[src/core/ast_map.vh]
`ifndef AST_MAP_VH
`define AST_MAP_VH

// Register offsets (word addresses, one byte each on lane 0)
`define AST_TX_STATUS_CONTROL  4'h0
`define AST_RX_STATUS_CONTROL  4'h1
`define AST_BAUD_CONTROL       4'h2
`define AST_BAUD_DIVISOR_LOW   4'h3
`define AST_BAUD_DIVISOR_HIGH  4'h4
`define AST_TRANSMIT_HOLDING   4'h5
`define AST_IRQ_CONTROL        4'h6

// Transmit status/control fields
`define AST_TX_CLOCKED_BIT     3'd4
`define AST_TX_ENABLE_BIT      3'd5
`define AST_TX_NINTH_MODE_BIT  3'd6
`define AST_TX_HISPEED_BIT     3'd2
`define AST_TX_SHIFT_EMPTY_BIT 3'd1
`define AST_TX_NINTH_VALUE_BIT 3'd0
// Receive status/control fields
`define AST_RX_PORT_ON_BIT     3'd7
// Baud control fields
`define AST_BC_POLARITY_BIT    3'd4
`define AST_BC_WIDE_DIV_BIT    3'd3
// Interrupt control fields
`define AST_IC_GLOBAL_BIT      3'd0
`define AST_IC_PERIPH_BIT      3'd1
`define AST_IC_TX_ENABLE_BIT   3'd2
`define AST_IC_TX_FLAG_BIT     3'd3

// Reset values
`define AST_TX_STATUS_RESET    8'h02
`define AST_CTRL_RESET         8'h00

// Frame shape: start, up to nine data, one stop
`define AST_FRAME_BITS_8       4'd10
`define AST_FRAME_BITS_9       4'd11
// Flag becomes valid on the second cycle after a holding write
`define AST_FLAG_SETTLE_CYC    2'd2

`endif

[src/core/ast_transmitter.v]
`timescale 1ns/100ps
`default_nettype none
`include "ast_map.vh"

// Register map, one byte per word on lane 0
//   0  tx status/control
//        b6 ninth-bit mode
//        b5 transmit enable
//        b4 clocked mode select
//        b2 high speed select
//        b1 shifter empty, read only
//        b0 ninth-bit value
//   1  rx status/control
//        b7 serial port on
//   2  baud control
//        b4 polarity invert
//        b3 wide divisor select
//   3  divisor low byte
//   4  divisor high byte
//   5  transmit holding register, write only, reads zero
//   6  interrupt control
//        b0 global enable
//        b1 peripheral enable
//        b2 buffer-empty interrupt enable
//        b3 buffer-empty flag, read only
//   Other addresses read zero; writes to them are acked and dropped
//
// Bus timing
//   A request is taken on the edge where cyc and stb are high and ack is low
//   Writes land on that edge; ack and read data follow one cycle later
//   Ack lasts one cycle even if the master keeps stb high
//   The master must drop stb for a cycle between requests
//
// Frame timing
//   Frame is start, eight or nine data bits lsb first, one stop bit
//   Every bit boundary falls on a baud tick, so each bit is one tick period
//   A load into an idle shifter waits for the next tick before the start bit
//   That costs up to one bit period of latency but never sends a short start bit
//   A queued character reloads on the stop bit's closing tick, so frames abut
//   The line output is registered, so it trails the shifter by one clock
//   Ninth-bit value is captured at the holding write, not at the load
//   Changing ninth-bit mode mid-frame affects only the next load
//
// Flag timing
//   The buffer-empty flag holds its value for two clocks after a holding write
//   Software polling earlier than that sees the old value
//   The flag is low while transmit enable is low
//
// Interrupt
//   Request is the flag gated by its own enable and both global enables
//   It is a level and drops one clock after any of them clears
//
// Abort
//   Port off empties holding register and shifter and parks the line at mark
//   Transmit enable off or clocked mode only stops the shifter
//   A character sitting in the holding register then waits for re-enable
//
// Limitations
//   No parity; software may carry it in the ninth bit
//   No break character and no synchronous modes; clocked select only idles the line
//   The baud tick must be one clock wide; a wider pulse shifts twice
//   Holding writes while disabled are dropped, not queued
//   A holding write over a full holding register replaces the waiting character
//   Bytes other than lane 0 are ignored on writes

module ast_transmitter
(
    input  wire        clk_i,
    input  wire        rst_i,
    input  wire        wb_cyc_i,
    input  wire        wb_stb_i,
    input  wire        wb_we_i,
    input  wire [3:0]  wb_adr_i,
    input  wire [3:0]  wb_sel_i,
    input  wire [31:0] wb_dat_i,
    output wire [31:0] wb_dat_o,
    output wire        wb_ack_o,
    input  wire        baud_tick_i,
    output wire [15:0] baud_divisor_o,
    output wire        high_speed_select_o,
    output wire        wide_divisor_select_o,
    output wire        transmit_pin_o,
    output wire        transmit_pin_oe_o,
    output wire        irq_o
);

    // Bus and control registers
    reg [31:0] dat_q;
    reg        ack_q;
    reg [7:0]  txsc_q;
    reg [7:0]  rxsc_q;
    reg [7:0]  baud_ctl_q;
    reg [7:0]  div_lo_q;
    reg [7:0]  div_hi_q;
    reg [2:0]  irq_ctl_q;
    // Holding register and shifter
    reg [7:0]  hold_data_q;
    reg        hold_ninth_q;
    reg        hold_full_q;
    reg [10:0] shifter_q;
    reg [3:0]  bits_left_q;
    reg        shift_busy_q;
    reg        flag_q;
    reg        transmit_enable_ctl_prev_q;
    reg        line_q;
    reg        oe_q;
    reg        irq_q;
    reg [1:0]  settle_q;
    // Frame sequencer, one-hot
    localparam [2:0] ST_IDLE = 3'b001;
    localparam [2:0] ST_LEAD = 3'b010;
    localparam [2:0] ST_SEND = 3'b100;
    reg [2:0]  state_q;
    reg [2:0]  state_d;

    wire bus_req   = wb_cyc_i & wb_stb_i & ~ack_q;
    wire wr_lane0  = bus_req & wb_we_i & wb_sel_i[0];
    wire port_on   = rxsc_q[`AST_RX_PORT_ON_BIT];
    wire tx_en     = txsc_q[`AST_TX_ENABLE_BIT];
    wire clocked   = txsc_q[`AST_TX_CLOCKED_BIT];
    wire async_run = tx_en & ~clocked & port_on;
    wire hold_wr   = wr_lane0 & (wb_adr_i == `AST_TRANSMIT_HOLDING);
    wire sending   = state_q[2]; // One-hot bit of the send state
    wire last_bit  = sending & baud_tick_i & (bits_left_q == 4'd1);
    // Reload on the final tick keeps back-to-back frames gap free
    wire load_now  = async_run & hold_full_q & (~shift_busy_q | last_bit);

    // Register write decode used by every control register
    function sel_wr;
        input [3:0] adr;
        input [3:0] target;
        begin
            sel_wr = (adr == target);
        end
    endfunction

    // Wishbone slave: one wait state, ack drops after one cycle
    always @(posedge clk_i)
    begin
        if (rst_i)
        begin
            ack_q <= 1'b0;
            dat_q <= 32'h0000_0000;
        end
        else
        begin
            ack_q <= bus_req;
            dat_q <= 32'h0000_0000;
            if (bus_req & ~wb_we_i)
            begin
                case (wb_adr_i)
                    `AST_TX_STATUS_CONTROL: dat_q[7:0] <= {txsc_q[7:2], ~shift_busy_q, txsc_q[0]};
                    `AST_RX_STATUS_CONTROL: dat_q[7:0] <= rxsc_q;
                    `AST_BAUD_CONTROL:      dat_q[7:0] <= baud_ctl_q;
                    `AST_BAUD_DIVISOR_LOW:  dat_q[7:0] <= div_lo_q;
                    `AST_BAUD_DIVISOR_HIGH: dat_q[7:0] <= div_hi_q;
                    `AST_IRQ_CONTROL:       dat_q[7:0] <= {4'h0, flag_q, irq_ctl_q};
                    default:                dat_q      <= 32'h0000_0000; // Holding and unmapped read 0
                endcase
            end
        end
    end

    // Control registers; the flag bit is never written by software
    always @(posedge clk_i)
    begin
        if (rst_i)
        begin
            txsc_q     <= `AST_CTRL_RESET;
            rxsc_q     <= `AST_CTRL_RESET;
            baud_ctl_q <= `AST_CTRL_RESET;
            div_lo_q   <= `AST_CTRL_RESET;
            div_hi_q   <= `AST_CTRL_RESET;
            irq_ctl_q  <= 3'b000;
        end
        else if (wr_lane0)
        begin
            if (sel_wr(wb_adr_i, `AST_TX_STATUS_CONTROL))
                txsc_q <= wb_dat_i[7:0] & 8'hfd; // Shifter-empty bit is read-only
            if (sel_wr(wb_adr_i, `AST_RX_STATUS_CONTROL))
                rxsc_q <= wb_dat_i[7:0];
            if (sel_wr(wb_adr_i, `AST_BAUD_CONTROL))
                baud_ctl_q <= wb_dat_i[7:0] & 8'h1b;
            if (sel_wr(wb_adr_i, `AST_BAUD_DIVISOR_LOW))
                div_lo_q <= wb_dat_i[7:0];
            if (sel_wr(wb_adr_i, `AST_BAUD_DIVISOR_HIGH))
                div_hi_q <= wb_dat_i[7:0];
            if (sel_wr(wb_adr_i, `AST_IRQ_CONTROL))
                irq_ctl_q <= wb_dat_i[2:0];
        end
    end

    // Holding register: captures all nine bits at the write; port off empties it
    always @(posedge clk_i)
    begin
        if (rst_i)
        begin
            hold_data_q  <= 8'h00;
            hold_ninth_q <= 1'b0;
            hold_full_q  <= 1'b0;
        end
        else if (~port_on)
            hold_full_q <= 1'b0;
        else if (hold_wr & async_run)
        begin
            hold_data_q  <= wb_dat_i[7:0];
            hold_ninth_q <= txsc_q[`AST_TX_NINTH_VALUE_BIT];
            hold_full_q  <= 1'b1;
        end
        else if (load_now)
            hold_full_q <= 1'b0;
    end

    // Next state of the frame sequencer
    always @*
    begin
        state_d = state_q;
        case (state_q)
            ST_IDLE:
            begin
                // Wait for the next bit boundary so the start bit is full length
                if (load_now)
                    state_d = ST_LEAD;
            end
            ST_LEAD:
            begin
                if (baud_tick_i)
                    state_d = ST_SEND;
            end
            ST_SEND:
            begin
                // A queued character keeps the sequencer sending
                if (last_bit & ~load_now)
                    state_d = ST_IDLE;
            end
            default:
            begin
                state_d = ST_IDLE;
            end
        endcase
        // Losing the enable, mode or port aborts at once
        if (~async_run)
            state_d = ST_IDLE;
    end

    // Shifter: frame is stop, data msb..lsb, start; shifted right so lsb leaves first
    always @(posedge clk_i)
    begin
        if (rst_i)
        begin
            state_q      <= ST_IDLE;
            shifter_q    <= 11'h7ff;
            bits_left_q  <= 4'd0;
            shift_busy_q <= 1'b0;
        end
        else
        begin
            state_q      <= state_d;
            // Busy from the load until the stop bit's closing tick
            shift_busy_q <= (state_d != ST_IDLE);
            if (~async_run)
            begin
                shifter_q   <= 11'h7ff; // Abort leaves mark on the line
                bits_left_q <= 4'd0;
            end
            else if (load_now)
            begin
                // Start bit leads; it reaches the line at the next bit boundary
                if (txsc_q[`AST_TX_NINTH_MODE_BIT])
                begin
                    shifter_q   <= {1'b1, hold_ninth_q, hold_data_q, 1'b0};
                    bits_left_q <= `AST_FRAME_BITS_9;
                end
                else
                begin
                    shifter_q   <= {2'b11, hold_data_q, 1'b0};
                    bits_left_q <= `AST_FRAME_BITS_8;
                end
            end
            else if (sending & baud_tick_i)
            begin
                // One bit per baud tick, lsb first
                shifter_q   <= {1'b1, shifter_q[10:1]};
                bits_left_q <= bits_left_q - 4'd1;
            end
        end
    end

    // Flag is valid two cycles after a write; holds its old value until then
    always @(posedge clk_i)
    begin
        if (rst_i)
        begin
            flag_q      <= 1'b0;
            settle_q    <= 2'd0;
            transmit_enable_ctl_prev_q <= 1'b0;
        end
        else
        begin
            transmit_enable_ctl_prev_q <= tx_en;
            if (hold_wr & async_run)
                settle_q <= `AST_FLAG_SETTLE_CYC - 2'd1;
            else if (settle_q != 2'd0)
                settle_q <= settle_q - 2'd1;
            if (tx_en & ~transmit_enable_ctl_prev_q)
                flag_q <= 1'b1;
            else if (settle_q == 2'd0)
                flag_q <= tx_en & ~hold_full_q;
        end
    end

    // Line, pin driver and interrupt outputs, all registered
    always @(posedge clk_i)
    begin
        if (rst_i)
        begin
            line_q <= 1'b1;
            oe_q   <= 1'b0;
            irq_q  <= 1'b0;
        end
        else
        begin
            // Invert only in asynchronous mode; clocked mode keeps true polarity
            line_q <= (sending ? shifter_q[0] : 1'b1)
                      ^ (baud_ctl_q[`AST_BC_POLARITY_BIT] & ~clocked);
            oe_q   <= port_on;
            irq_q  <= flag_q & irq_ctl_q[2] & irq_ctl_q[0] & irq_ctl_q[1];
        end
    end

    assign wb_dat_o              = dat_q;
    assign wb_ack_o              = ack_q;
    assign baud_divisor_o        = {div_hi_q, div_lo_q};
    assign high_speed_select_o   = txsc_q[`AST_TX_HISPEED_BIT];
    assign wide_divisor_select_o = baud_ctl_q[`AST_BC_WIDE_DIV_BIT];
    assign transmit_pin_o        = line_q;
    assign transmit_pin_oe_o     = oe_q;
    assign irq_o                 = irq_q;

endmodule
`default_nettype wire

[config.mk]
export PLATFORM = sky130hd
export DESIGN_NAME = ast_transmitter
export DESIGN_NICKNAME = d
export VERILOG_FILES = /design/src/core/ast_transmitter.v
export VERILOG_INCLUDE_DIRS = /design/src /design/src/core
export SDC_FILE = /design/constraint.sdc
export NUM_CORES = 1
export LEC_CHECK = 0
export BUFFER_PORTS_ARGS = -buffer_cell sky130_fd_sc_hd__buf_2
export CAP_MARGIN = 20
export CORE_AREA = 2 2 86 88
export DETAILED_ROUTE_END_ITERATION = 10
export DIE_AREA = 0 0 88 90
export GPL_ROUTABILITY_DRIVEN = 0
export HOLD_SLACK_MARGIN = 0.08
export PLACE_DENSITY = 0.81
export SLEW_MARGIN = 20
export SYNTH_ARGS = -nofsm -noshare
export SYNTH_HDL_FRONTEND = slang
export SYNTH_SLANG_ARGS = --single-unit
[constraint.sdc]
create_clock -name clk_i -period 4.2 [get_ports clk_i]
set_input_delay 0.42 -clock clk_i [delete_from_list [all_inputs] [get_ports clk_i]]
set_output_delay 0.42 -clock clk_i [all_outputs]
set_load 0.02 [all_outputs]
Yosys cells after proc, flatten, opt, wreduce, memory -nomap -nowiden
Cells that the tools add are included.

operators by class
  $add $sub $neg = 2
  equal/unequal tests = 11
  multiplexer cells = 19
  bitwise logic cells = 32
  reductions and logical operators = 18

operators by type and width
  operator             count
  $pmux 8 s6           1
  $mux 11              2
  $and 1x1->1          20
  $reduce_and 2->1     7
  $eq 4x3->1 const B   3
  $mux 3               4
  $mux 10              1
  $not 1->1            10
  $reduce_bool 2->1    5
  $pmux 3 s3           1
  $eq 4x1->1 const B   2
  $eq 4x2->1 const B   2
  $mux 1               8
  $mux 4               2
  $reduce_or 2->1      4
  $logic_not 4->1      1
  $sub 4x1->4 const B  1
  $eq 3x1->1 const B   1
  $eq 3x2->1 const B   1
  $eq 3x3->1 const B   1
  $ne 3x1->1 const B   1
  $logic_not 2->1      1
  $sub 2x1->2 const B  1
  $or 1x1->1           1
  $xor 1x1->1          1

word-level totals
  bits in registers = 107
  word-level logic and storage cells = 105

Depth between registers and ports, before layout
Gate-level depths: netlist of run 1.

  word-level depth = 11
  gate-level depth with buffers = 7

Least setup slack after synthesis of run 1
Ideal clock, no wire load.

  kind = input to register
  start point = in wb_adr_i[2]
  end point = reg div_lo_q[7]
  data arrival time = 1.666 ns
  data required time = 4.072 ns
  path slack = 2.407 ns
  cell stages on the path = 6
  path through = buf_6 > or2_1 > buf_6 > nor4_4 > mux2i_1 > nor2_1

between the ends
  word-level cells in the longest chain between the ends = 2

ends and longest elaborated chain
  what                        line                   text
  start: declaration          ast_transmitter.v:73   input wire [3:0] wb_adr_i,
  $eq 4x2->1                  ast_transmitter.v:133  sel_wr = (adr == target);
  $reduce_and 2->1 (no line)  --
  end signal: assignment      ast_transmitter.v:172  div_lo_q <= `AST_CTRL_RESET;
  end signal: assignment      ast_transmitter.v:185  div_lo_q <= wb_dat_i[7:0];
  end: declaration            ast_transmitter.v:93   reg [7:0] div_lo_q;

No other way between the ends.
A chain may end at the register's enable or synchronous reset.

Final worst setup path of run 1
  start point = reg state_q[2]
  end point = reg shifter_q[0]

between the ends
  word-level cells in the longest chain between the ends = 5

ends and longest elaborated chain
  what                                          line                                          text
  start: declaration                            ast_transmitter.v:113                         reg [2:0] state_q;
  start signal: assignment                      ast_transmitter.v:258                         state_q <= state_d;
  $and 1x1->1 *                                 ast_transmitter.v:124, ast_transmitter.v:280
  $and 1x1->1                                   ast_transmitter.v:124                         wire last_bit = sending & baud_tick_i & (bits_left_q == 4'd1);
  $or 1x1->1                                    ast_transmitter.v:126                         wire load_now = async_run & hold_full_q & (~shift_busy_q | last_bit);
  $and 1x1->1                                   ast_transmitter.v:126
  $mux 11 or $reduce_bool 2->1 (tied branches)  --
  end signal: assignment                        ast_transmitter.v:271                         shifter_q <= {1'b1, hold_ninth_q, hold_data_q, 1'b0};
  end signal: assignment                        ast_transmitter.v:276                         shifter_q <= {2'b11, hold_data_q, 1'b0};
  end signal: assignment                        ast_transmitter.v:283                         shifter_q <= {1'b1, shifter_q[10:1]};
  end: declaration                              ast_transmitter.v:100                         reg [10:0] shifter_q;

Mark *: on every way between the ends. The rest lies on a longest branch, timed or not.

==> results.toml, run 1 <==
[global_routing]
grt_overflow_total = 0
grt_antenna_before_repair = 0
grt_usage = 0.201
grt_max_degree = 56
grt_pass1_wl_um = 12600
grt_pass1_vias = 2644

[clock_tree]
worstSkewPairLatency_ns = 0.37
clockBufferDepth = 2
ctsHoldBuffers = 0
cts_resized = 0
cts_buffers = 9
cts_tree = "done"
h-tree-depth = 3
post_cts_buffers = 0
cts_root_buffer = "clkbuf_8"
clock-sinks = 82
clkTransAtPathRegs_ns = 0.09

[layout]
drive_above_1_share = 0.189
layout_commonest_cell = "dfxtp_1"
nFillCells = 614
final_cell_area_mm2 = 0.00412
multi_input_area_mm2 = 0.00187
seq_area_mm2 = 0.00164
diodes = 0
area_growth_syn_to_layout_pct = 10.0
layout_common_cells = "82 x dfxtp_1, 63 x nor2_1, 62 x mux2i_1"
nets = 472

[critical_path]
setup.worst_path.start = "state_q[2]"
cp_max_fo = 13
endpoint_kind = "flip-flop"
arrival_ns = 2.32
cp-start-kind = "flip-flop"
crit_required_ns = 4.43
regToRegStartpoint = "state_q[2]"
critPathKind = "flip-flop to flip-flop"

[yosys]
synthFlopType = "dfxtp_1"
synth_cell_types = 44
synthAdderAreaFrac = 0.0100
synth-xor-area-share = 0.0117
synth.area.mux_share = 0.190
syn_area_mm2 = 0.00374
synth_edf_count = 0
synth-compound-area-share = 0.0712
synth_simple_gate_area_share = 0.193
synthCells = 382
synth_warnings = 0
ys_async_sr_fraction = 0
synth_top_family_by_area = "simple AND/OR/NAND/NOR gates"
ys_seq_elements = 82
synth_area_per_cell_um2 = 9.80
ys_seq_area_frac = 0.438

[sta]
worst_slack_ns = 2.11
period_share = 0.497
finalSetupViolCount = 0
timing.slew.headroom = 0.448
fin_crit_ns = 2.09
finClkSkew_ns = 0.0132
rsz0062_at_grt = "false"
finalHoldWorstSlack_ns = 0.370
fin_tns_setup_ns = 0
tightestPinTransition_ns = 0.822
hold_viol = 0
timing.fmax_mhz = 479
drv_slew = 0

[routing]
first_pass_iters = 4
routed_wirelength_um = 7760
routed_via_density = 5.35
num_vias = 2819
ant_nets = 0
drtIter0Drc = 196
wire_per_inst_um = 14.7
drcViolationCount = 0

[power]
p_comb_frac = 0.076
p_sw_frac = 0.275
p_clk_frac = 0.374
p_int_mw = 1.04
power.total_mw = 1.43
p_leak_nw = 1.52
seqPwrFrac = 0.549
p_switching_mw = 0.395
p_per_area_mw_per_mm2 = 348
peakVddDrop_mv = 0.231

[floorplanning]
die_h_um = 90
fp.coreArea_mm2 = 0.00702
initial_core_util = 0.533
io_pins = 100
die-area_mm2 = 0.00792
die_w_um = 88
rows = 31

[place]
placed_area_mm2 = 0.00394
hpwl_um = 5330
place_ws_ns = 1.87
port_buffers = 48

[flow_run]
cap_violations = 0

[run_status]
status = "finished clean"

[worst_hold_path]
min_path_type = "input pin to flip-flop"
min-delay-start = "baud_tick_i"
==> worst max-delay path, stage by stage, from the launching register on <==
cell     delay, ns
dfxtp_1       0.44
and2_1        0.58
a21oi_1       0.41
nor2_1        0.37
o21ai_0       0.16
==> power groups by stage <==
stage          Combinational [mW]  Sequential, mW  Clock, mW
2_1_floorplan              0.0985           0.807          0
3_3_place_gp                0.107           0.806          0
3_5_place_dp                0.108           0.807          0
4_1_cts                     0.109           0.788      0.542
6_report                    0.109           0.788      0.537
5_1_grt                     0.120           0.789      0.572
==> final cells by class <==
class / instances / area share
Clock buffer: 9 / 0.0301
Timing Repair Buffer: 51 / 0.0638
Tap cell: 99 / 0.0301
Sequential cell: 82 / 0.398
Inverter: 10 / 0.00911
Multi-Input combinational cell: 269 / 0.454
Clock inverter: 7 / 0.0143
==> metal layers <==
metal  vias to the layer above  routed length, um  global-route usage
met5                         -                  0                   0
li1                       1369                  -                   -
met4                         0                112              0.0705
met3                        13                463              0.0450
met2                        96               3690               0.308
met1                      1341               3500               0.276
==> final timing paths <==
kind | end | slack, ns | cells after the start
max | shifter_q[0] | 2.11 | 4
min | state_q[2] | 0.37 | 3
max reg2reg | shifter_q[0] | 2.11 | 4
min reg2reg | wb_dat_o[0] | 0.49 | 2
==> registers in the layout (all words and copies together), names as in the netlist, 2 cells and up <==
register,cells
wb_dat_o,8
state_q,3
hold_data_q,8
bits_left_q,4
settle_q,2
rxsc_q,8
div_lo_q,8
txsc_q,7
baud_ctl_q,4
div_hi_q,8
irq_ctl_q,3
shifter_q,10
==> through the flow <==
step	cells	util
6_report	527	0.587
3_3_place_gp	511	0.561
5_1_grt	527	0.587
2_1_floorplan	405	-
4_1_cts	527	0.587
3_5_place_dp	511	0.561
==> cell families after synthesis <==
| kind of cell | Yosys count |
|---|---|
| compound gates | 43 |
| xor+xnor | 5 |
| fa+ha+maj | 3 |
| buf+inv | 54 |
| flops | 82 |
| mux | 67 |
| other cells | 1 |
| simple gates | 127 |
==> cells in the mapped netlist (3+ instances only) <==
| cell | number | share of area |
|---|---|---|
| a21oi_1 | 11 | 0.015 |
| nand2_1 | 10 | 0.010 |
| clkbuf_1 | 11 | 0.011 |
| o21ai_0 | 9 | 0.012 |
| nor4_4 | 4 | 0.023 |
| inv_1 | 10 | 0.010 |
| nor4_1 | 10 | 0.017 |
| a31oi_1 | 8 | 0.013 |
| buf_4 | 25 | 0.050 |
| nor3_1 | 3 | 0.0040 |
| buf_2 | 5 | 0.0067 |
| nand3b_1 | 3 | 0.0060 |
| nor3b_1 | 4 | 0.0080 |
| dfxtp_1 | 82 | 0.44 |
| ha_1 | 3 | 0.010 |
| mux2i_1 | 62 | 0.17 |
| nand2b_1 | 5 | 0.0084 |
| xnor2_1 | 3 | 0.0070 |
| nand3_1 | 5 | 0.0067 |
| nor2_1 | 63 | 0.063 |
| nor2b_1 | 6 | 0.010 |
| mux4_2 | 3 | 0.018 |
| a22oi_1 | 7 | 0.014 |
| a211oi_1 | 3 | 0.0060 |
Power figures use the tool's default switching activity.
==> run 2, diff against run 1 <==
Settings changed: ABC_AREA set to 1, CORE_AREA 2 2 86 88 to 2 2 88 90, DIE_AREA 0 0 88 90 to 0 0 90 92, PLACE_DENSITY 0.81 to 0.79.
Clock period 4.2 ns to 2 ns, I/O delays scaled along.
==> results.toml, run 2 <==
[yosys]
synthFlopType = "dfxtp_1"
synth_cell_types = 32
ys_async_sr_fraction = 0
yosys.cell_count.top_type = "nand2_1"
syn_area_mm2 = 0.00380
synth_common_cells = "100 x nand2_1, 85 x nor2_1, 82 x dfxtp_1"
synth.top_cell.area_share = 0.432
synth_area_per_cell_um2 = 7.16
ys_seq_elements = 82
yosys.area.top_type = "dfxtp_1"
synthCells = 531
ys_seq_area_frac = 0.432
ys_top_cells_by_area = "dfxtp_1 43%, nand2_1 9.9%, nor2_1 8.4%"
synth_edf_count = 0
synth_warnings = 0

[critical_path]
setup.worst_path.start = "wb_ack_o"
critPathKind = "flip-flop to flip-flop"
arrival_ns = 1.95
endpoint_kind = "flip-flop"
regToRegStartpoint = "wb_ack_o"
cp-start-kind = "flip-flop"
cp_max_fo = 15
r2r_slack_ns = 0.35
reg2reg_to = "div_hi_q[2]"
critical_path.endpoint = "div_hi_q[2]"
r2r_cells = 6
crit_required_ns = 2.30

[routing]
wire_per_inst_um = 13.2
drcViolationCount = 0
routed_wirelength_um = 9080
num_vias = 3560
first_pass_iters = 5
routed_via_density = 5.17
ant_nets = 0
drtIter0Drc = 189

[layout]
nFillCells = 717
diodes = 0
drive_above_1_share = 0.166
final_cell_area_mm2 = 0.00424
multi_input_area_mm2 = 0.00185
seq_area_mm2 = 0.00164
largest_register = "shifter_q"
layout_commonest_cell = "nand2_1"
layout_common_cells = "100 x nand2_1, 85 x nor2_1, 82 x dfxtp_1"
nets = 630
area_growth_syn_to_layout_pct = 11.5
largest_register_ffs = 10

[global_routing]
top_usage_layer = "met2"
grtUsageMet3 = 0.0518
grt_usage = 0.224
grt_overflow_total = 0
grt_antenna_before_repair = 0
gr-usage-met1 = 0.288
grt_pass1_wl_um = 14900
grt_pass1_vias = 3153
grt_max_degree = 37
grt_use_met2 = 0.363

[clock_tree]
clkTransAtPathRegs_ns = 0.08
h-tree-depth = 3
clockBufferDepth = 2
cts_tree = "done"
cts_root_buffer = "clkbuf_8"
ctsHoldBuffers = 0
cts_resized = 0
cts_buffers = 9
post_cts_buffers = 0
clock-sinks = 82
worstSkewPairLatency_ns = 0.36

[sta]
timing.fmax_mhz = 606
drv_slew = 0
worst_slack_ns = 0.349
finalSetupViolCount = 0
rsz0062_at_grt = "false"
period_share = 0.825
hold_viol = 0
finClkSkew_ns = 0.0102
fin_crit_ns = 1.65
fin_tns_setup_ns = 0

[flow_run]
cap_violations = 0

[power]
p_per_area_mw_per_mm2 = 699
power.total_mw = 2.96
p_leak_nw = 1.92
peakVddDrop_mv = 0.410

[floorplanning]
fp.coreArea_mm2 = 0.00745
initial_core_util = 0.511
die-area_mm2 = 0.00828
io_pins = 100
die_h_um = 92
die_w_um = 90
rows = 32

[worst_hold_path]
min_path_type = "input pin to flip-flop"
hold-path-cell-count = 3

[run_status]
status = "finished clean"

[place]
place_ws_ns = 0.271
port_buffers = 48
placed_area_mm2 = 0.00407
hpwl_um = 6520
[run 2: cell types whose count changed after synthesis, sizes merged, moves of 9 or more]
cell	before	now
mux2i	62	0
nor2	63	95
o21ai	9	49
nand2	10	103
nor3	3	41
nor4	15	0
nand3b	4	13
nand3	5	41
inv	10	38
[run 2: worst min-delay path by stage]
stage                            start      endpoint  slack (ns)
after floorplan            wb_dat_i[6]     txsc_q[6]        0.34
after CTS                     wb_stb_i      wb_ack_o        0.09
after global routing             rst_i   settle_q[0]        0.11
after detailed placement  shifter_q[1]  shifter_q[1]        0.45
final                         wb_stb_i      wb_ack_o        0.11
after global placement    shifter_q[1]  shifter_q[1]        0.44
[run 2: metrics by stage]
| step | instances | hold WS [ns] | util |
|---|---|---|---|
| floorplan | 554 | 0.342 | - |
| global placement | 672 | 0.437 | 0.546 |
| detailed placement | 672 | 0.450 | 0.546 |
| CTS | 688 | 0.0942 | 0.569 |
| global route | 688 | 0.114 | 0.569 |
| finish | 688 | 0.106 | 0.569 |
[run 2: kinds of logic after synthesis]
kind of cell,after synthesis,synth area share
simple gates,296,0.353
flops,82,0.432
buf+inv,79,0.104
compound gates,68,0.0951
fa+ha+maj,3,0.00987
xor+xnor,2,0.00461
other cells,1,0.000986
[run 2: cell type report]
cell class	count	share of cell area
clock buffer	10	0.0325
clock inverter	6	0.00768
inverter	39	0.0348
multi-input combinational	393	0.437
sequential	82	0.387
tap	102	0.0301
timing repair buffer	56	0.0709
[run 2: power breakdown]
part	leakage [nW]	internal [mW]	total (mW)	switching, mW
sequential	0.661	1.65	1.66	0.0107
combinational	1.17	0.0667	0.242	0.175
clock	0.0916	0.473	1.06	0.585
total	1.92	2.19	2.96	0.771
[run 2: critical path: stages, from the launching register on]
cell and delay, ns:
dfxtp_1 0.33, nor2_1 0.17, nand3_2 0.33, buf_4 0.31, nor2_2 0.21, o21ai_0 0.11, nor2_1 0.12
[run 2: layer usage]
layer / up-vias / share of wire
li1: 1786 / -
met1: 1644 / 0.45
met2: 114 / 0.47
met3: 16 / 0.060
met4: 0 / 0.021
met5: - / 0
